## config.mk

```make
export PLATFORM = sky130hd
export DESIGN_NAME = cct_timer
export DESIGN_NICKNAME = d
export VERILOG_FILES = /design/src/cct_pkg.sv /design/src/cct_timer.sv
export SDC_FILE = /design/constraint.sdc
export NUM_CORES = 1
export LEC_CHECK = 0
export BUFFER_PORTS_ARGS = -buffer_cell sky130_fd_sc_hd__buf_2
export CORE_ASPECT_RATIO = 1.5
export CORE_MARGIN = 1.5
export CORE_UTILIZATION = 40
export DETAILED_ROUTE_END_ITERATION = 7
export PLACE_DENSITY = 0.6
export SETUP_SLACK_MARGIN = 0.5
export SKIP_CTS_REPAIR_TIMING = 1
export SYNTH_ARGS = -nofsm -noshare
export SYNTH_HDL_FRONTEND = slang
export SYNTH_SLANG_ARGS = --single-unit
```

## constraint.sdc

```tcl
create_clock -name pclk -period 2.6 [get_ports pclk]
set_input_delay 0.39 -clock pclk [delete_from_list [all_inputs] [get_ports pclk]]
set_output_delay 0.39 -clock pclk [all_outputs]
set_load 0.005 [all_outputs]
```

## src/cct_pkg.sv

```systemverilog
package cct_pkg;

   // ----------------------------------------------------------------
   // Register map (byte addresses, one 32-bit word each)
   // ----------------------------------------------------------------
   localparam int             ADDR_W     = 8;
   localparam logic [7:0]     A_CTRL1    = 8'h00;
   localparam logic [7:0]     A_CTRL2    = 8'h04;
   localparam logic [7:0]     A_STATUS   = 8'h08;
   localparam logic [7:0]     A_CNT_HI   = 8'h1C;
   localparam logic [7:0]     A_CNT_LO   = 8'h20;
   localparam logic [7:0]     A_ACNT_HI  = 8'h24;
   localparam logic [7:0]     A_ACNT_LO  = 8'h28;
   localparam logic [1:0][7:0] A_IC_HI   = {8'h2C, 8'h0C};
   localparam logic [1:0][7:0] A_IC_LO   = {8'h30, 8'h10};
   localparam logic [1:0][7:0] A_OC_HI   = {8'h34, 8'h14};
   localparam logic [1:0][7:0] A_OC_LO   = {8'h38, 8'h18};

   // ----------------------------------------------------------------
   // Field positions
   // ----------------------------------------------------------------
   localparam int C1_CAPTURE_IRQ_ENABLE  = 7;
   localparam int C1_COMPARE_IRQ_ENABLE  = 6;
   localparam int C1_OVERFLOW_IRQ_ENABLE  = 5;
   localparam int C1_OLVL2 = 2;
   localparam int C1_IEDG1 = 1;
   localparam int C1_OLVL1 = 0;
   localparam int C2_OC1E  = 7;
   localparam int C2_OC2E  = 6;
   localparam int C2_OPM   = 5;
   localparam int C2_PWM   = 4;
   localparam int C2_CS    = 2;
   localparam int C2_IEDG2 = 1;
   localparam int C2_EXT_EDGE_SELECT = 0;
   localparam int S_ICF1   = 7;
   localparam int S_OCF1   = 6;
   localparam int S_TOF    = 5;
   localparam int S_ICF2   = 4;
   localparam int S_OCF2   = 3;

   // ----------------------------------------------------------------
   // Clock select codes and reset values
   // ----------------------------------------------------------------
   localparam logic [1:0]  CS_DIV4    = 2'h0;
   localparam logic [1:0]  CS_DIV8    = 2'h1;
   localparam logic [1:0]  CS_DIV2    = 2'h2;
   localparam logic [1:0]  CS_EXT     = 2'h3;
   localparam logic [15:0] CNT_RESET  = 16'hFFFC;
   localparam logic [15:0] CNT_TOP    = 16'hFFFF;
   localparam logic [15:0] CMP_RESET  = 16'h8000;

   // Active edge of a synchronised level; rise selects rising edge
   function automatic logic sel_edge(logic prev, logic cur, logic rise);
      sel_edge = rise ? (cur & ~prev) : (prev & ~cur);
   endfunction

endpackage

```

## src/cct_timer.sv

```systemverilog
`timescale 1ns/10ps
// Notes on behaviour
// - 16-bit up-counter read as a high byte and a low byte.
// - Alternate view of the counter; its low byte write reloads, its access keeps overflow.
// - Writing either counter low byte reloads the counter with FFFCh.
// - Counter resets to FFFCh in every mode; only value ever reloaded.
// - Clock select picks CPU clock /2, /4, /8 or the external clock.
// - Both select bits one: count on external pin, edge chosen by bit.
// - External edges synchronised; source leaves four CPU edges between.
// - High byte read first buffers low byte until the low byte is read.
// - Without pending sequence, low byte read returns the live count.
// - Overflow flag sets when the counter wraps FFFFh to 0000h.
// - Overflow interrupt when enabled and CPU mask clear, else pending.
// - Overflow flag clears by status read then counter low access.
// - Counts in wait, freezes in halt, resumes held or reset count.
// - Flash variant: no capture 2, compare 2 write-only, flags zero.
// - Each capture edge latches the count and sets its capture flag.
// - Capture edge chosen per channel by its own edge select bit.
// - One capture enable covers both channels, gated by CPU mask.
// - Capture flag clears by status read then capture low access.
// - Capture high read blocks capture and flag until low read.
// - In one pulse and PWM modes only capture channel 2 captures.
// - Capture pins always feed the timer, whatever the pin direction.
// - Each tick compare both channels; match sets flag, pin, interrupt.
// - Compare registers software-only, reset to 8000h.
// - Match drives compare pin to its output level; pin low at reset.
// - Compare flag clears by status read then compare low access.
// - Compare high write inhibits compares until low byte written.
module cct_timer #(
   parameter int FLASH_VARIANT = 0
) (
   input  wire logic                       pclk,
   input  wire logic                       presetn,
   input  wire logic                       psel,
   input  wire logic                       penable,
   input  wire logic                       pwrite,
   input  wire logic [cct_pkg::ADDR_W-1:0] paddr,
   input  wire logic [31:0]                pwdata,
   output logic      [31:0]                prdata,
   output logic                            pready,
   output logic                            pslverr,
   input  wire logic [1:0]                 capture_pin,
   input  wire logic                       ext_clock_pin,
   input  wire logic                       cpu_irq_mask,
   input  wire logic                       halt_mode,
   output logic      [1:0]                 compare_pin,
   output logic                            timer_irq
);
   import cct_pkg::*;

   // ----------------------------------------------------------------
   // Parameter check
   // ----------------------------------------------------------------
   if (FLASH_VARIANT < 0 || FLASH_VARIANT > 1)
   begin : g_chk
      $error("FLASH_VARIANT must be 0 or 1");
   end

   // ----------------------------------------------------------------
   // State
   // ----------------------------------------------------------------
   typedef struct packed {
      logic [7:0]       ctrl1;
      logic [7:0]       ctrl2;
      logic [15:0]      cnt;
      logic [2:0]       presc;
      logic             fresh;
      logic [7:0]       lo_buf;
      logic             lo_pend;
      logic             overflow_flag;
      logic             tof_arm;
      logic [1:0][15:0] icv;
      logic [1:0]       ic_inh;
      logic [1:0]       icf;
      logic [1:0]       icf_arm;
      logic [1:0][15:0] ocv;
      logic [1:0]       oc_inh;
      logic [1:0]       ocf;
      logic [1:0]       ocf_arm;
      logic [1:0]       cmp_pin;
      logic [1:0]       cap_s1;
      logic [1:0]       cap_s2;
      logic [1:0]       cap_prev;
      logic             ext_s1;
      logic             ext_s2;
      logic             ext_prev;
      logic [31:0]      prdata;
      logic             pready;
      logic             pslverr;
      logic             irq;
   } cct_state_t;

   cct_state_t st;
   cct_state_t nx;

   logic       req;
   logic       rd;
   logic       wr;
   logic [1:0] cs;
   logic       ext_edge;
   logic       tick;
   logic       ovf;
   logic       reload;
   logic       mode_alt;
   logic [1:0] edge_sel;
   logic [1:0] oc_en;
   logic [1:0] olvl;
   logic [1:0] ch_ok;

   // ----------------------------------------------------------------
   // Request decode and timer tick
   // ----------------------------------------------------------------
   // All side effects act at the setup edge; the answer follows one
   // cycle later with pready, so data and effects agree.
   assign req = psel & ~penable;
   assign rd  = req & ~pwrite;
   assign wr  = req & pwrite;
   assign cs  = st.ctrl2[C2_CS +: 2];
   assign ext_edge = sel_edge(st.ext_prev, st.ext_s2,
                              st.ctrl2[C2_EXT_EDGE_SELECT]);
   assign tick = ~halt_mode &
                 ((cs == CS_DIV2) ? st.presc[0] :
                  (cs == CS_DIV4) ? &st.presc[1:0] :
                  (cs == CS_DIV8) ? &st.presc : ext_edge);
   assign ovf      = tick & (st.cnt == CNT_TOP);
   assign reload   = wr & ((paddr == A_CNT_LO) |
                           (paddr == A_ACNT_LO));
   assign mode_alt = st.ctrl2[C2_OPM] | st.ctrl2[C2_PWM];
   assign edge_sel = {st.ctrl2[C2_IEDG2], st.ctrl1[C1_IEDG1]};
   assign oc_en    = {st.ctrl2[C2_OC2E], st.ctrl2[C2_OC1E]};
   assign olvl     = {st.ctrl1[C1_OLVL2], st.ctrl1[C1_OLVL1]};
   // Second channel exists only outside the flash variant
   assign ch_ok    = {FLASH_VARIANT == 0, 1'b1};

   // ----------------------------------------------------------------
   // Next state
   // ----------------------------------------------------------------
   always_comb
   begin
      logic [7:0] rdb;
      logic       miss;
      logic       cap_ok;
      rdb  = 8'h00;
      miss = 1'b0;
      cap_ok = 1'b0;
      nx = st;

      // Two-stage synchronisers; captures see every pin transition
      nx.cap_s1   = capture_pin;
      nx.cap_s2   = st.cap_s1;
      nx.cap_prev = st.cap_s2;
      nx.ext_s1   = ext_clock_pin;
      nx.ext_s2   = st.ext_s1;
      nx.ext_prev = st.ext_s2;

      // Prescaler and counter, both held in halt
      if (!halt_mode)
      begin
         nx.presc = st.presc + 3'h1;
      end
      nx.fresh = tick;
      if (reload)
      begin
         nx.cnt = CNT_RESET;
      end
      else if (tick)
      begin
         nx.cnt = st.cnt + 16'h0001;
      end

      // Control writes
      if (wr && paddr == A_CTRL1)
      begin
         nx.ctrl1 = pwdata[7:0];
      end
      if (wr && paddr == A_CTRL2)
      begin
         nx.ctrl2 = pwdata[7:0];
      end

      // Coherent 16-bit counter read
      if (rd && (paddr == A_CNT_HI || paddr == A_ACNT_HI) && !st.lo_pend)
      begin
         nx.lo_buf  = st.cnt[7:0];
         nx.lo_pend = 1'b1;
      end
      if (rd && (paddr == A_CNT_LO || paddr == A_ACNT_LO))
      begin
         nx.lo_pend = 1'b0;
      end

      // Overflow flag; a new overflow beats a clear in the same cycle
      if (rd && paddr == A_STATUS && st.overflow_flag)
      begin
         nx.tof_arm = 1'b1;
      end
      if (req && paddr == A_CNT_LO && st.tof_arm)
      begin
         nx.overflow_flag     = 1'b0;
         nx.tof_arm = 1'b0;
      end
      if (ovf)
      begin
         nx.overflow_flag = 1'b1;
      end

      for (int i = 0; i < 2; i++)
      begin
         // Capture channel
         if (rd && paddr == A_STATUS && st.icf[i])
         begin
            nx.icf_arm[i] = 1'b1;
         end
         if (rd && paddr == A_IC_HI[i])
         begin
            nx.ic_inh[i] = 1'b1;
         end
         if (rd && paddr == A_IC_LO[i])
         begin
            nx.ic_inh[i] = 1'b0;
         end
         if (req && paddr == A_IC_LO[i] && st.icf_arm[i])
         begin
            nx.icf[i]     = 1'b0;
            nx.icf_arm[i] = 1'b0;
         end
         cap_ok = ch_ok[i] & ~st.ic_inh[i] & ((i != 0) | ~mode_alt);
         if (cap_ok && sel_edge(st.cap_prev[i], st.cap_s2[i], edge_sel[i]))
         begin
            nx.icv[i] = st.cnt;
            nx.icf[i] = 1'b1;
         end

         // Compare channel
         if (rd && paddr == A_STATUS && st.ocf[i])
         begin
            nx.ocf_arm[i] = 1'b1;
         end
         if (wr && paddr == A_OC_HI[i])
         begin
            nx.ocv[i][15:8] = pwdata[7:0];
            nx.oc_inh[i]    = 1'b1;
         end
         if (wr && paddr == A_OC_LO[i])
         begin
            nx.ocv[i][7:0] = pwdata[7:0];
            nx.oc_inh[i]   = 1'b0;
         end
         if (req && paddr == A_OC_LO[i] && st.ocf_arm[i])
         begin
            nx.ocf[i]     = 1'b0;
            nx.ocf_arm[i] = 1'b0;
         end
         if (ch_ok[i] && st.fresh && !st.oc_inh[i] && st.cnt == st.ocv[i])
         begin
            nx.ocf[i] = 1'b1;
            if (oc_en[i])
            begin
               nx.cmp_pin[i] = olvl[i];
            end
         end
      end

      // Read data mux
      case (paddr)
         A_CTRL1:   rdb = st.ctrl1;
         A_CTRL2:   rdb = st.ctrl2;
         A_STATUS:
         begin
            rdb[S_ICF1] = st.icf[0];
            rdb[S_OCF1] = st.ocf[0];
            rdb[S_TOF]  = st.overflow_flag;
            rdb[S_ICF2] = st.icf[1];
            rdb[S_OCF2] = st.ocf[1];
         end
         A_CNT_HI,
         A_ACNT_HI: rdb = st.cnt[15:8];
         A_CNT_LO,
         A_ACNT_LO: rdb = st.lo_pend ? st.lo_buf : st.cnt[7:0];
         A_IC_HI[0]: rdb = st.icv[0][15:8];
         A_IC_LO[0]: rdb = st.icv[0][7:0];
         A_OC_HI[0]: rdb = st.ocv[0][15:8];
         A_OC_LO[0]: rdb = st.ocv[0][7:0];
         A_IC_HI[1]: rdb = ch_ok[1] ? st.icv[1][15:8] : 8'h00;
         A_IC_LO[1]: rdb = ch_ok[1] ? st.icv[1][7:0] : 8'h00;
         A_OC_HI[1]: rdb = ch_ok[1] ? st.ocv[1][15:8] : 8'h00;
         A_OC_LO[1]: rdb = ch_ok[1] ? st.ocv[1][7:0] : 8'h00;
         default:   miss = 1'b1;
      endcase

      nx.pready  = req;
      nx.pslverr = req & miss;
      nx.prdata  = rd ? {24'h000000, rdb} : 32'h00000000;

      // Interrupt request, pending while masked or disabled
      nx.irq = ~cpu_irq_mask &
               ((st.overflow_flag & st.ctrl1[C1_OVERFLOW_IRQ_ENABLE]) |
                ((|st.icf) & st.ctrl1[C1_CAPTURE_IRQ_ENABLE]) |
                ((|st.ocf) & st.ctrl1[C1_COMPARE_IRQ_ENABLE]));
   end

   // ----------------------------------------------------------------
   // State register
   // ----------------------------------------------------------------
   always_ff @(posedge pclk or negedge presetn)
   begin
      if (!presetn)
      begin
         st     <= '0;
         st.cnt <= CNT_RESET;
         st.ocv <= {CMP_RESET, CMP_RESET};
      end
      else
      begin
         st <= nx;
      end
   end

   assign prdata      = st.prdata;
   assign pready      = st.pready;
   assign pslverr     = st.pslverr;
   assign compare_pin = st.cmp_pin;
   assign timer_irq   = st.irq;
endmodule // cct_timer

```

Word level (Yosys, flattened, before mapping)
Index checks and enable logic that the tools add are counted.
{"block": "op_classes", "n_addsub": 2, "eq_ne": 19, "reduce_logical": 67, "mux": 42, "n_bitwise": 35}
{"operator": "$pmux W5 S13", "count": 1}
{"operator": "$eq A8 B6 Y1 const B", "count": 7}
{"operator": "$pmux W3 S12", "count": 1}
{"operator": "$logic_and A1 B1 Y1", "count": 35}
{"operator": "$mux W1", "count": 35}
{"operator": "$eq A16 B16 Y1", "count": 2}
{"operator": "$eq A8 B5 Y1 const B", "count": 4}
{"operator": "$mux W16", "count": 2}
{"operator": "$reduce_bool A2 Y1", "count": 16}
{"operator": "$and A1 B1 Y1", "count": 18}
{"operator": "$add A16 B1 Y16 const B", "count": 1}
{"operator": "$eq A16 B16 Y1 const B", "count": 1}
{"operator": "$eq A8 B4 Y1 const B", "count": 2}
{"operator": "$mux W8", "count": 2}
{"operator": "$reduce_or A15 Y1", "count": 1}
{"operator": "$not A1 Y1", "count": 13}
{"operator": "$eq A8 B3 Y1 const B", "count": 1}
{"operator": "$logic_not A8 Y1", "count": 1}
{"operator": "$reduce_or A2 Y1", "count": 4}
{"operator": "$reduce_and A2 Y1", "count": 3}
{"operator": "$or A1 B1 Y1", "count": 4}
{"operator": "$add A3 B1 Y3 const B", "count": 1}
{"operator": "$logic_not A1 Y1", "count": 3}
{"operator": "$reduce_and A3 Y1", "count": 1}
{"operator": "other kinds (5)", "count": 6}
{"block": "word_totals", "out_inout_bits": 37, "inputBits": 50, "word_cells": 204, "reg_bits": 145}

Logic depth before layout (Yosys ltp)
Gate-level depths: netlist (run 1).
{"block": "depth", "word_depth": 9, "ltp_mapped": 8, "mapped_depth_nobuf": 7}

Worst setup path after synthesis (run 1)
Ideal clock, no wire load.
{"block": "synth_path", "path_kind": "input-to-reg", "start": "input paddr[0] (netlist bit)", "end": "register st[125] (netlist bit)", "slack_ps": 622, "t_required_ps": 2475, "setup_time_ps": 125, "t_arrival_ps": 1853, "path_stages": 7, "n_path_buf": 2, "cell_sequence": "buf_4 -> nor4b_4 -> a22o_1 -> buf_6 -> nand2_4 -> nor2_8 -> mux2_4"}
{"block": "synth_between", "elab_chain_len": 4, "elab_cells_between_ends": 5, "classes_between": "eq/ne: 2; reduce/logical: 3"}
{"element": "start, declared", "line": "cct_timer.sv:37", "text": "input wire logic [cct_pkg::ADDR_W-1:0] paddr,"}
{"element": "$eq A8 B5 Y1 or $eq A8 B6 Y1 (tied branches)", "line": "cct_timer.sv:182", "text": "if (rd && (paddr == A_CNT_HI || paddr == A_ACNT_HI) && !st.lo_pend)"}
{"element": "$logic_or A1 B1 Y1 (*)", "line": "cct_timer.sv:182"}
{"element": "$logic_and A1 B1 Y1 (*) (2 in a row)", "line": "cct_timer.sv:182"}
{"element": "end signal, assigned", "line": "cct_timer.sv:315", "text": "st <= nx;"}
{"element": "end, declared", "line": "cct_timer.sv:93", "text": "cct_state_t st;"}
Every way passes the cells marked *; elsewhere a longest branch is shown, timed or not.
A chain may end at the register's enable or synchronous reset.

Worst setup path after layout (run 1)
{"block": "layout_path", "start": "register st[142] (netlist bit)", "end": "register st (netlist bit compare_pin[1])"}
{"block": "layout_between", "elab_chain_len": 3}
{"element": "$eq A16 B16 Y1", "line": "cct_timer.sv:254", "text": "if (ch_ok[i] && st.fresh && !st.oc_inh[i] && st.cnt == st.ocv[i])"}
{"element": "$logic_and A1 B1 Y1", "line": "cct_timer.sv:254"}
{"element": "$reduce_and A2 Y1 (no line)"}
Every way passes these cells.

==> results of run 1 <==
worst max-delay path, stage by stage, from the launching register on:
cell     delay (ns)
dfstp_2        0.69
xnor2_1        0.17
nand4_1        0.17
nor4b_1        0.37
nand3_1        0.16
mux2_2         0.30
metal layers:
layer  vias up  global-route usage [%]  part of all wire, %
met1      2705                    27.7                   38
met3        53                    5.10                  6.1
met2       260                    39.6                   50
li1       2339                       -                    -
met4         0                    14.0                  5.4
met5         -                       0                    0
final timing paths:
kind / slack, ns / to / start
min in group asynchronous: 0.51 / nx[36] / presetn
hold reg to reg: 0.35 / nx[35] / nx[36]
hold / removal: 0.07 / nx[36] / ext_clock_pin
max in group asynchronous: 1.41 / st[150] / presetn
setup / recovery: 0.62 / compare_pin[1] / st[142]
setup reg to reg: 0.62 / compare_pin[1] / st[142]
area by class of cell:
type	instances	area, um2	share of cell area [%]
Multi-Input combinational cell	439	3480	40.6
Clock buffer	20	457	5.34
Tap cell	252	315	3.68
Sequential cell	145	3650	42.7
Clock inverter	12	158	1.84
Inverter	6	22.5	0.263
Timing Repair Buffer	72	479	5.60
power groups by stage:
stage	registers [mW]	clock network [mW]	logic (mW)
2_1_floorplan	2.62	0	0.700
3_3_place_gp	2.84	0	0.816
3_5_place_dp	2.85	0	0.844
4_1_cts	2.81	2.56	0.849
5_1_grt	2.84	2.67	0.927
6_report	2.81	2.53	0.846
state kept, by name (all words and copies together), names as in the netlist:
signal and cells:
st 118, prdata 8, nx 6, compare_pin 2, cs 2, edge_sel 2
oc_en 2, olvl 2, pready 1, pslverr 1, timer_irq 1
logic make-up after synthesis:
kind of cell               count (synthesis)
AOI/OAI and AO/OA                         96
xor gates and xnor gates                  46
adders and majority gates                  3
buffers and inverters                     86
DFF                                      145
muxes                                    114
other                                      1
and+or+nand+nor                          156
stage by stage:
| stage | cell area, um2 | total power, mW | setup WS [ns] |
|---|---|---|---|
| finish | 8560 | 6.19 | 0.623 |
| global route | 8560 | 6.44 | 0.550 |
| CTS | 8540 | 6.22 | 0.564 |
| detailed placement | 7930 | 3.69 | 0.241 |
| global placement | 7930 | 3.65 | 0.252 |
| floorplan | 7610 | 3.32 | 0.622 |
Yosys cell counts (all sizes together), types with 4 or more instances:
| library cell | instances | share of area [%] |
|---|---|---|
| mux2 | 96 | 15 |
| a221oi | 6 | 0.70 |
| a22o | 11 | 1.3 |
| nand3 | 18 | 1.3 |
| nor4b | 10 | 1.8 |
| o21ai | 19 | 1.3 |
| dfrtp | 129 | 43 |
| and3 | 6 | 0.50 |
| a21oi | 11 | 0.73 |
| buf | 60 | 5.4 |
| nor4 | 5 | 0.70 |
| a31oi | 11 | 0.92 |
| a22oi | 12 | 1.2 |
| nand2 | 50 | 2.6 |
| dfstp | 16 | 5.6 |
| mux2i | 16 | 2.1 |
| nor3 | 12 | 0.87 |
| nand4 | 10 | 0.83 |
| inv | 6 | 0.30 |
| nor2 | 24 | 1.4 |
| xnor2 | 44 | 5.1 |
| and2 | 4 | 0.33 |
| clkbuf | 20 | 1.0 |
==> impl_metrics.csv, run 1 <==
group,metric,value,unit
status,status,"completed",
routing,vias_per_cell,5.66,
setup_path,rr_worst_depth,5,
clock_network,clock_path_buffers,2,
timing,fmax,506,MHz
power_and_ir_drop,seqPwrFrac,45.5,%
timing,fin_crit,1.98,ns
logic_synthesis,ys_warn_count,0,
setup_path,path_class,"reg2reg",
global_routing,antenna_found_initial,0,
timing,slew_headroom,53.9,%
logic_synthesis,synth_xor_area_share,5.36,%
setup_path,critPathRequiredTime,2.91,ns
logic_synthesis,synth_top_family_by_area,"multiplexers",
power_and_ir_drop,p_int,4.48,mW
timing,rsz0062_at_grt,"no",
logic_synthesis,synthFlopType,"dfrtp_1",
min_path,worstHoldPathCells,1,
logic_synthesis,yosys.area_share.simple,12.3,%
timing,finalHoldViolCount,0,
clock_network,worst_skew_pair.late_latency,0.43,ns
setup_path,start_kind,"flop",
setup_path,worst_setup_path_end_kind,"flop",
layout,layout_common_cells,"dfrtp_1, mux2_2, nand2_1",
logic_synthesis,async_reset_ff_share,100,%
floorplan,start_util,40.7,%
logic_synthesis,synth_edf_count,0,
logic_synthesis,yosysSeqAreaShare,48.5,%
timing,setup_viol,0,
routing,routed_wl,21700,um
floorplan,core-area,0.0185,mm2
power_and_ir_drop,combinationalPowerShare,13.7,%
run,maxCapViolations,0,
power_and_ir_drop,swShare,27.7,%
clock_network,cts_root_buf,"clkbuf_16",
layout,final_core_util,46.3,%
global_routing,grt_overflow,0,
power_and_ir_drop,pwr-share-clk,40.9,%
routing,vias,5357,
clock_network,cts_buffers,17,
floorplan,pin_count,87,
floorplan,chipHeight,171,um
logic_synthesis,synth-compound-area-share,9.05,%
layout,antenna_cells,0,
global_routing,grt.total_usage,23.6,%
floorplan,row_count,61,
layout,area_growth,13.8,%
power_and_ir_drop,power_switching,1.71,mW
logic_synthesis,avgSynthCellArea,11.6,um2
layout,drive_gt1_share,34.0,%
timing,worst_pin_slew,0.689,ns
logic_synthesis,ys_seq_elements,145,
global_routing,grt_pass1_wl,33700,um
layout,mostFrequentLayoutCell,"dfrtp_1",
placement,place_hpwl,15800,um
routing,drtIter0Drc,447,
global_routing,grt_max_degree,61,
logic_synthesis,synthAdderAreaFrac,0.499,%
setup_path,worstPathArrival,2.29,ns
placement,place_congestion,0.944,
clock_network,cts_max_level,4,
timing,tns,0,ns
timing,finalCritPeriodShare,76.1,%
layout,final_cell_count_no_fill,946,
clock_network,clock-sinks,145,
timing,fin_skew,0.00744,ns
layout,nFillCells,1734,
floorplan,dieArea,0.0197,mm2
floorplan,die_w,115,um
setup_path,crit_fanout,7,
power_and_ir_drop,pwr_density_cell,723,mW/mm2
clock_network,clk_pin_slew,0.06,ns
routing,postRouteAntennaNets,0,
logic_synthesis,synth.cell_area,0.00752,mm2
global_routing,grt_pass1_vias,5558,
placement,port_buffers,38,
logic_synthesis,synthCells,647,
timing,slew_viol_final,0,
min_path,holdCritPathClass,"in2reg",
placement,placed_cells_incl_taps,913,
power_and_ir_drop,leakage,3.80,nW
power_and_ir_drop,ir_drop,0.000420,V
logic_synthesis,synth.area.mux_share,17.5,%
routing,drc_errors,0,
layout,final_nets,734,
routing,drt_pass1_iterations,6,
logic_synthesis,yosysUniqueCellTypes,71,
clock_network,cts_tree,"yes",
timing,fin_hold_ws,0.0679,ns
routing,routedWlPerCell,23.0,um
(Power assumes the default switching activity.)
==> run 2, diff against run 1 <==
- clock period: 2.6 -> 1.9 ns (I/O delays scaled with it)
==> impl_metrics.csv, run 2 (synthesized netlist as in run 1, its figures left out) <==
group,metric,value,unit
layout,layout_common_cells,"dfrtp_1, buf_4, mux2_4",
layout,design_area,0.0102,mm2
layout,drive_gt1_share,50.5,%
power_and_ir_drop,seqPwrFrac,42.4,%
global_routing,grt_max_degree,40,
floorplan,dieArea,0.0197,mm2
floorplan,chipHeight,171,um
routing,drt_pass1_iterations,7,
timing,tns,-0.0238,ns
routing,routed-wl-met2,12500,um
routing,highest_layer,"met4",
power_and_ir_drop,pwr-share-clk,35.8,%
placement,place_area,0.00860,mm2
global_routing,grt_pass1_vias,5717,
layout,area_growth,35.7,%
power_and_ir_drop,combinationalPowerShare,21.8,%
run,maxCapViolations,0,
clock_network,clock_path_buffers,2,
routing,met1Wirelength,9530,um
timing,slew_viol_final,0,
power_and_ir_drop,p_int,6.34,mW
placement,place_congestion,0.908,
floorplan,pin_count,87,
global_routing,grt_overflow,0,
clock_network,clk_pin_slew,0.06,ns
timing,rsz0062_at_grt,"yes",
clock_network,cts_buffers,17,
floorplan,row_count,61,
layout,regMostFlops,"st",
setup_path,worstPathArrival,2.23,ns
power_and_ir_drop,power_switching,2.67,mW
global_routing,antenna_found_initial,0,
routing,vias_per_cell,5.63,
clock_network,clock-sinks,145,
placement,port_buffers,38,
routing,routedWlPerCell,23.7,um
global_routing,grt_pass1_wl,34800,um
floorplan,core-area,0.0185,mm2
setup_path,crit_fanout,3,
power_and_ir_drop,leakage,4.48,nW
timing,setup_viol,1,
setup_path,path_class,"reg2reg",
placement,place_hpwl,17300,um
placement,placed_cells_incl_taps,964,
setup_path,critPathRequiredTime,2.21,ns
routing,vias,5868,
routing,drc_errors,0,
routing,routed_wl,24700,um
power_and_ir_drop,pwr_density_cell,883,mW/mm2
floorplan,die_w,115,um
floorplan,start_util,40.7,%
power_and_ir_drop,ir_drop,0.000600,V
setup_path,start_kind,"flop",
global_routing,grt.total_usage,24.5,%
power_and_ir_drop,swShare,29.6,%
layout,final_cell_count_no_fill,1042,
layout,final_nets,830,
layout,antenna_cells,0,
clock_network,worst_skew_pair.late_latency,0.43,ns
setup_path,worst_setup_path_end_kind,"flop",
timing,finalCritPeriodShare,101,%
routing,drtIter0Drc,415,
clock_network,cts_tree,"yes",
routing,postRouteAntennaNets,0,
layout,final-seq-area,0.00365,mm2
timing,worst_slack,-0.0238,ns
clock_network,cts_root_buf,"clkbuf_16",
layout,nFillCells,1558,
layout,final_core_util,55.2,%
timing,fin_crit,1.92,ns
layout,mostFrequentLayoutCell,"dfrtp_1",
layout,largest_reg_flops,118,
timing,fin_skew,0.00589,ns
routing,wl_met3,1190,um
status,status,"finished with violations",
layout,multi_input_area,0.00412,mm2
timing,finalHoldViolCount,0,
clock_network,cts_max_level,4,
status,violations,"negative setup slack",
timing,fmax,520,MHz
min_path,holdCritPathClass,"in2reg",
-- run 2: cell types whose count changed in the layout (fill, tap and decap cells not counted), sizes merged --
cell,before,now
clkinvlp,3,7
clkinv,5,3
clkbuf,20,25
dlygate4sd3,1,5
bufinv,3,1
nand2,50,51
buf,71,157
-- run 2: final timing paths --
kind | start | end | slack (ns) | cells past startpoint
max | st[150] | compare_pin[0] | -0.02 | 5
min | halt_mode | st[134] | 0.12 | 2
max reg2reg | st[150] | compare_pin[0] | -0.02 | 5
min reg2reg | nx[36] | nx[35] | 0.35 | 0
max in group asynchronous | presetn | st[151] | 0.95 | 3
min in group asynchronous | presetn | st[132] | 0.35 | 2
-- run 2: power by group through the flow --
stage	Sequential (mW)	Combinational, mW	Clock, mW
floorplan	3.59	1.09	0
global placement	3.84	1.43	0
detailed placement	3.86	1.47	0
CTS	3.81	1.48	3.27
global route	3.83	2.09	3.39
finish	3.82	1.97	3.22
-- run 2: routing by layer --
| layer | global-route usage [%] | vias up |
|---|---|---|
| li1 | - | 2539 |
| met1 | 28.9 | 2980 |
| met2 | 41.1 | 268 |
| met3 | 4.07 | 81 |
| met4 | 15.8 | 0 |
| met5 | 0 | - |
-- run 2: layout make-up --
class                   instances  share of cell area, %
clock buffers                  20                   4.48
clock inverters                12                   1.08
inverters                       6                  0.221
multi-input cells             440                   40.4
flip-flops and latches        145                   35.8
well taps                     252                   3.09
repair buffers                167                   14.9
-- run 2: per-stage QoR --
stage / setup slack [ns] / hold slack [ns] / power, mW
floorplan: 0.0521 / -0.0106 / 4.67
global placement: -0.0810 / 0.229 / 5.27
detailed placement: -0.0688 / 0.231 / 5.33
CTS: -0.0862 / -0.224 / 8.55
global route: -0.0341 / 0.136 / 9.31
finish: -0.0238 / 0.118 / 9.01
-- run 2: critical path: stages (launching register included) --
cell and delay [ns]:
dfstp_2 0.59, xnor2_1 0.15, nand4_1 0.20, nor4b_4 0.41, nand3_2 0.16, mux2_2 0.30
==> run 3, diff against run 2 <==
- CAP_MARGIN: unset -> 0
- CORE_ASPECT_RATIO: 1.5 -> 1.4
- PLACE_DENSITY: 0.6 -> 0.67
==> impl_metrics.csv, run 3 (synthesized netlist as in run 1, its figures left out) <==
group,metric,value,unit
status,status,"completed",
min_path,holdCritPathClass,"in2reg",
setup_path,r2r-start,"st[135]",
floorplan,chipHeight,165,um
floorplan,core-area,0.0185,mm2
timing,finalCritPeriodShare,97.4,%
power_and_ir_drop,pwr_density_cell,888,mW/mm2
clock_network,worst_skew_pair.late_latency,0.43,ns
global_routing,antenna_found_initial,0,
global_routing,grt_max_degree,45,
setup_path,r2r_slack,0.05,ns
layout,area_growth,32.9,%
placement,placed_cells_incl_taps,972,
timing,slew_headroom,63.6,%
clock_network,cts_root_buf,"clkbuf_16",
floorplan,die_w,119,um
clock_network,cts_buffers,17,
setup_path,start_kind,"flop",
setup_path,rr_worst_depth,8,
timing,fmax,541,MHz
global_routing,grt_pass1_wl,35600,um
floorplan,start_util,40.6,%
timing,slew_viol_final,0,
min_path,hp-start,"cpu_irq_mask",
min_path,holdPathEnd,"timer_irq",
timing,worst_slack,0.0499,ns
clock_network,clock_path_buffers,2,
timing,fin_skew,0.0113,ns
routing,vias,5853,
floorplan,dieArea,0.0196,mm2
layout,final_nets,838,
routing,routedWlPerCell,23.1,um
layout,drive_gt1_share,49.4,%
clock_network,clk_pin_slew,0.07,ns
setup_path,crit_fanout,3,
placement,place_hpwl,17500,um
floorplan,pin_count,87,
setup_path,cp-startpoint,"st[135]",
layout,antenna_cells,0,
routing,drt_pass1_iterations,5,
global_routing,grt.total_usage,24.5,%
setup_path,worst_setup_path_end_kind,"flop",
global_routing,grt_overflow,0,
power_and_ir_drop,power_switching,2.57,mW
layout,final_core_util,54.0,%
placement,place_congestion,0.942,
timing,setup_viol,0,
layout,mostFrequentLayoutCell,"dfrtp_1",
floorplan,row_count,59,
clock_network,clock-sinks,145,
clock_network,cts_max_level,4,
global_routing,grt_pass1_vias,5913,
routing,vias_per_cell,5.62,
power_and_ir_drop,combinationalPowerShare,22.1,%
setup_path,path_class,"reg2reg",
timing,rsz0062_at_grt,"yes",
setup_path,critPathRequiredTime,2.25,ns
power_and_ir_drop,leakage,4.48,nW
power_and_ir_drop,pwr-share-clk,35.5,%
layout,nFillCells,1583,
min_path,worstHoldPathCells,2,
power_and_ir_drop,swShare,29.0,%
power_and_ir_drop,seqPwrFrac,42.4,%
routing,drc_errors,0,
power_and_ir_drop,p_int,6.31,mW
placement,port_buffers,38,
layout,largest_reg_flops,118,
routing,routed_wl,24100,um
layout,regMostFlops,"st",
layout,layout_common_cells,"dfrtp_1, buf_4, mux2_2",
layout,final_cell_count_no_fill,1042,
placement,place_ws,-0.240,ns
routing,drtIter0Drc,443,
timing,worst_pin_slew,0.543,ns
setup_path,worstPathArrival,2.20,ns
power_and_ir_drop,ir_drop,0.000656,V
timing,fin_crit,1.85,ns
routing,postRouteAntennaNets,0,
run,maxCapViolations,0,
setup_path,r2r_end,"st[147]",
power_and_ir_drop,power,8.88,mW
clock_network,cts_tree,"yes",
timing,finalHoldViolCount,0,
[run 3: routing by layer]
| metal | track usage (%) | up-vias | part of all wire (%) |
|---|---|---|---|
| li1 | - | 2557 | - |
| met1 | 29.0 | 2972 | 39 |
| met2 | 41.8 | 246 | 50 |
| met3 | 4.40 | 78 | 4.8 |
| met4 | 15.0 | 0 | 6.5 |
| met5 | 0 | - | 0 |
[run 3: stage by stage]
step	area (um2)	TNS (ns)	hold slack, ns
2_1_floorplan	7930	0	-0.0106
3_3_place_gp	8670	-3.54	0.251
3_5_place_dp	8670	-2.88	0.253
4_1_cts	9230	-0.0975	-0.204
5_1_grt	10000	-0.0203	0.0160
6_report	10000	0	0.0215
[run 3: worst max-delay path by stage]
stage                                end  slack (ns)  cells after the start
final                            st[147]        0.05                      8
after global routing             st[147]       -0.02                      8
after CTS                 compare_pin[0]       -0.05                      6
after detailed placement         st[131]       -0.24                      6
after global placement           st[128]       -0.22                      6
after floorplan                  st[125]        0.05                      7
[run 3: power groups by stage]
stage               registers, mW  logic, mW  clock network [mW]
floorplan                    3.59       1.09                   0
global placement             3.80       1.52                   0
detailed placement           3.82       1.57                   0
CTS                          3.77       1.57                3.20
global route                 3.78       2.11                3.35
finish                       3.76       1.96                3.15
[run 3: critical path: stages (launching register included)]
cell	delay [ns]
dfrtp_1	0.39
ha_2	0.21
ha_4	0.15
mux2_4	0.29
o2111ai_4	0.24
buf_4	0.18
nor4b_2	0.05
xnor2_1	0.17
nand2_1	0.09
[run 3: cell type report]
type | instances | area [um2] | area share (%)
Multi-Input combinational cell | 440 | 3980 | 39.8
Sequential cell | 145 | 3660 | 36.6
Timing Repair Buffer | 175 | 1480 | 14.8
Clock buffer | 20 | 447 | 4.47
Tap cell | 244 | 305 | 3.05
Clock inverter | 12 | 109 | 1.09
Inverter | 6 | 22.5 | 0.225
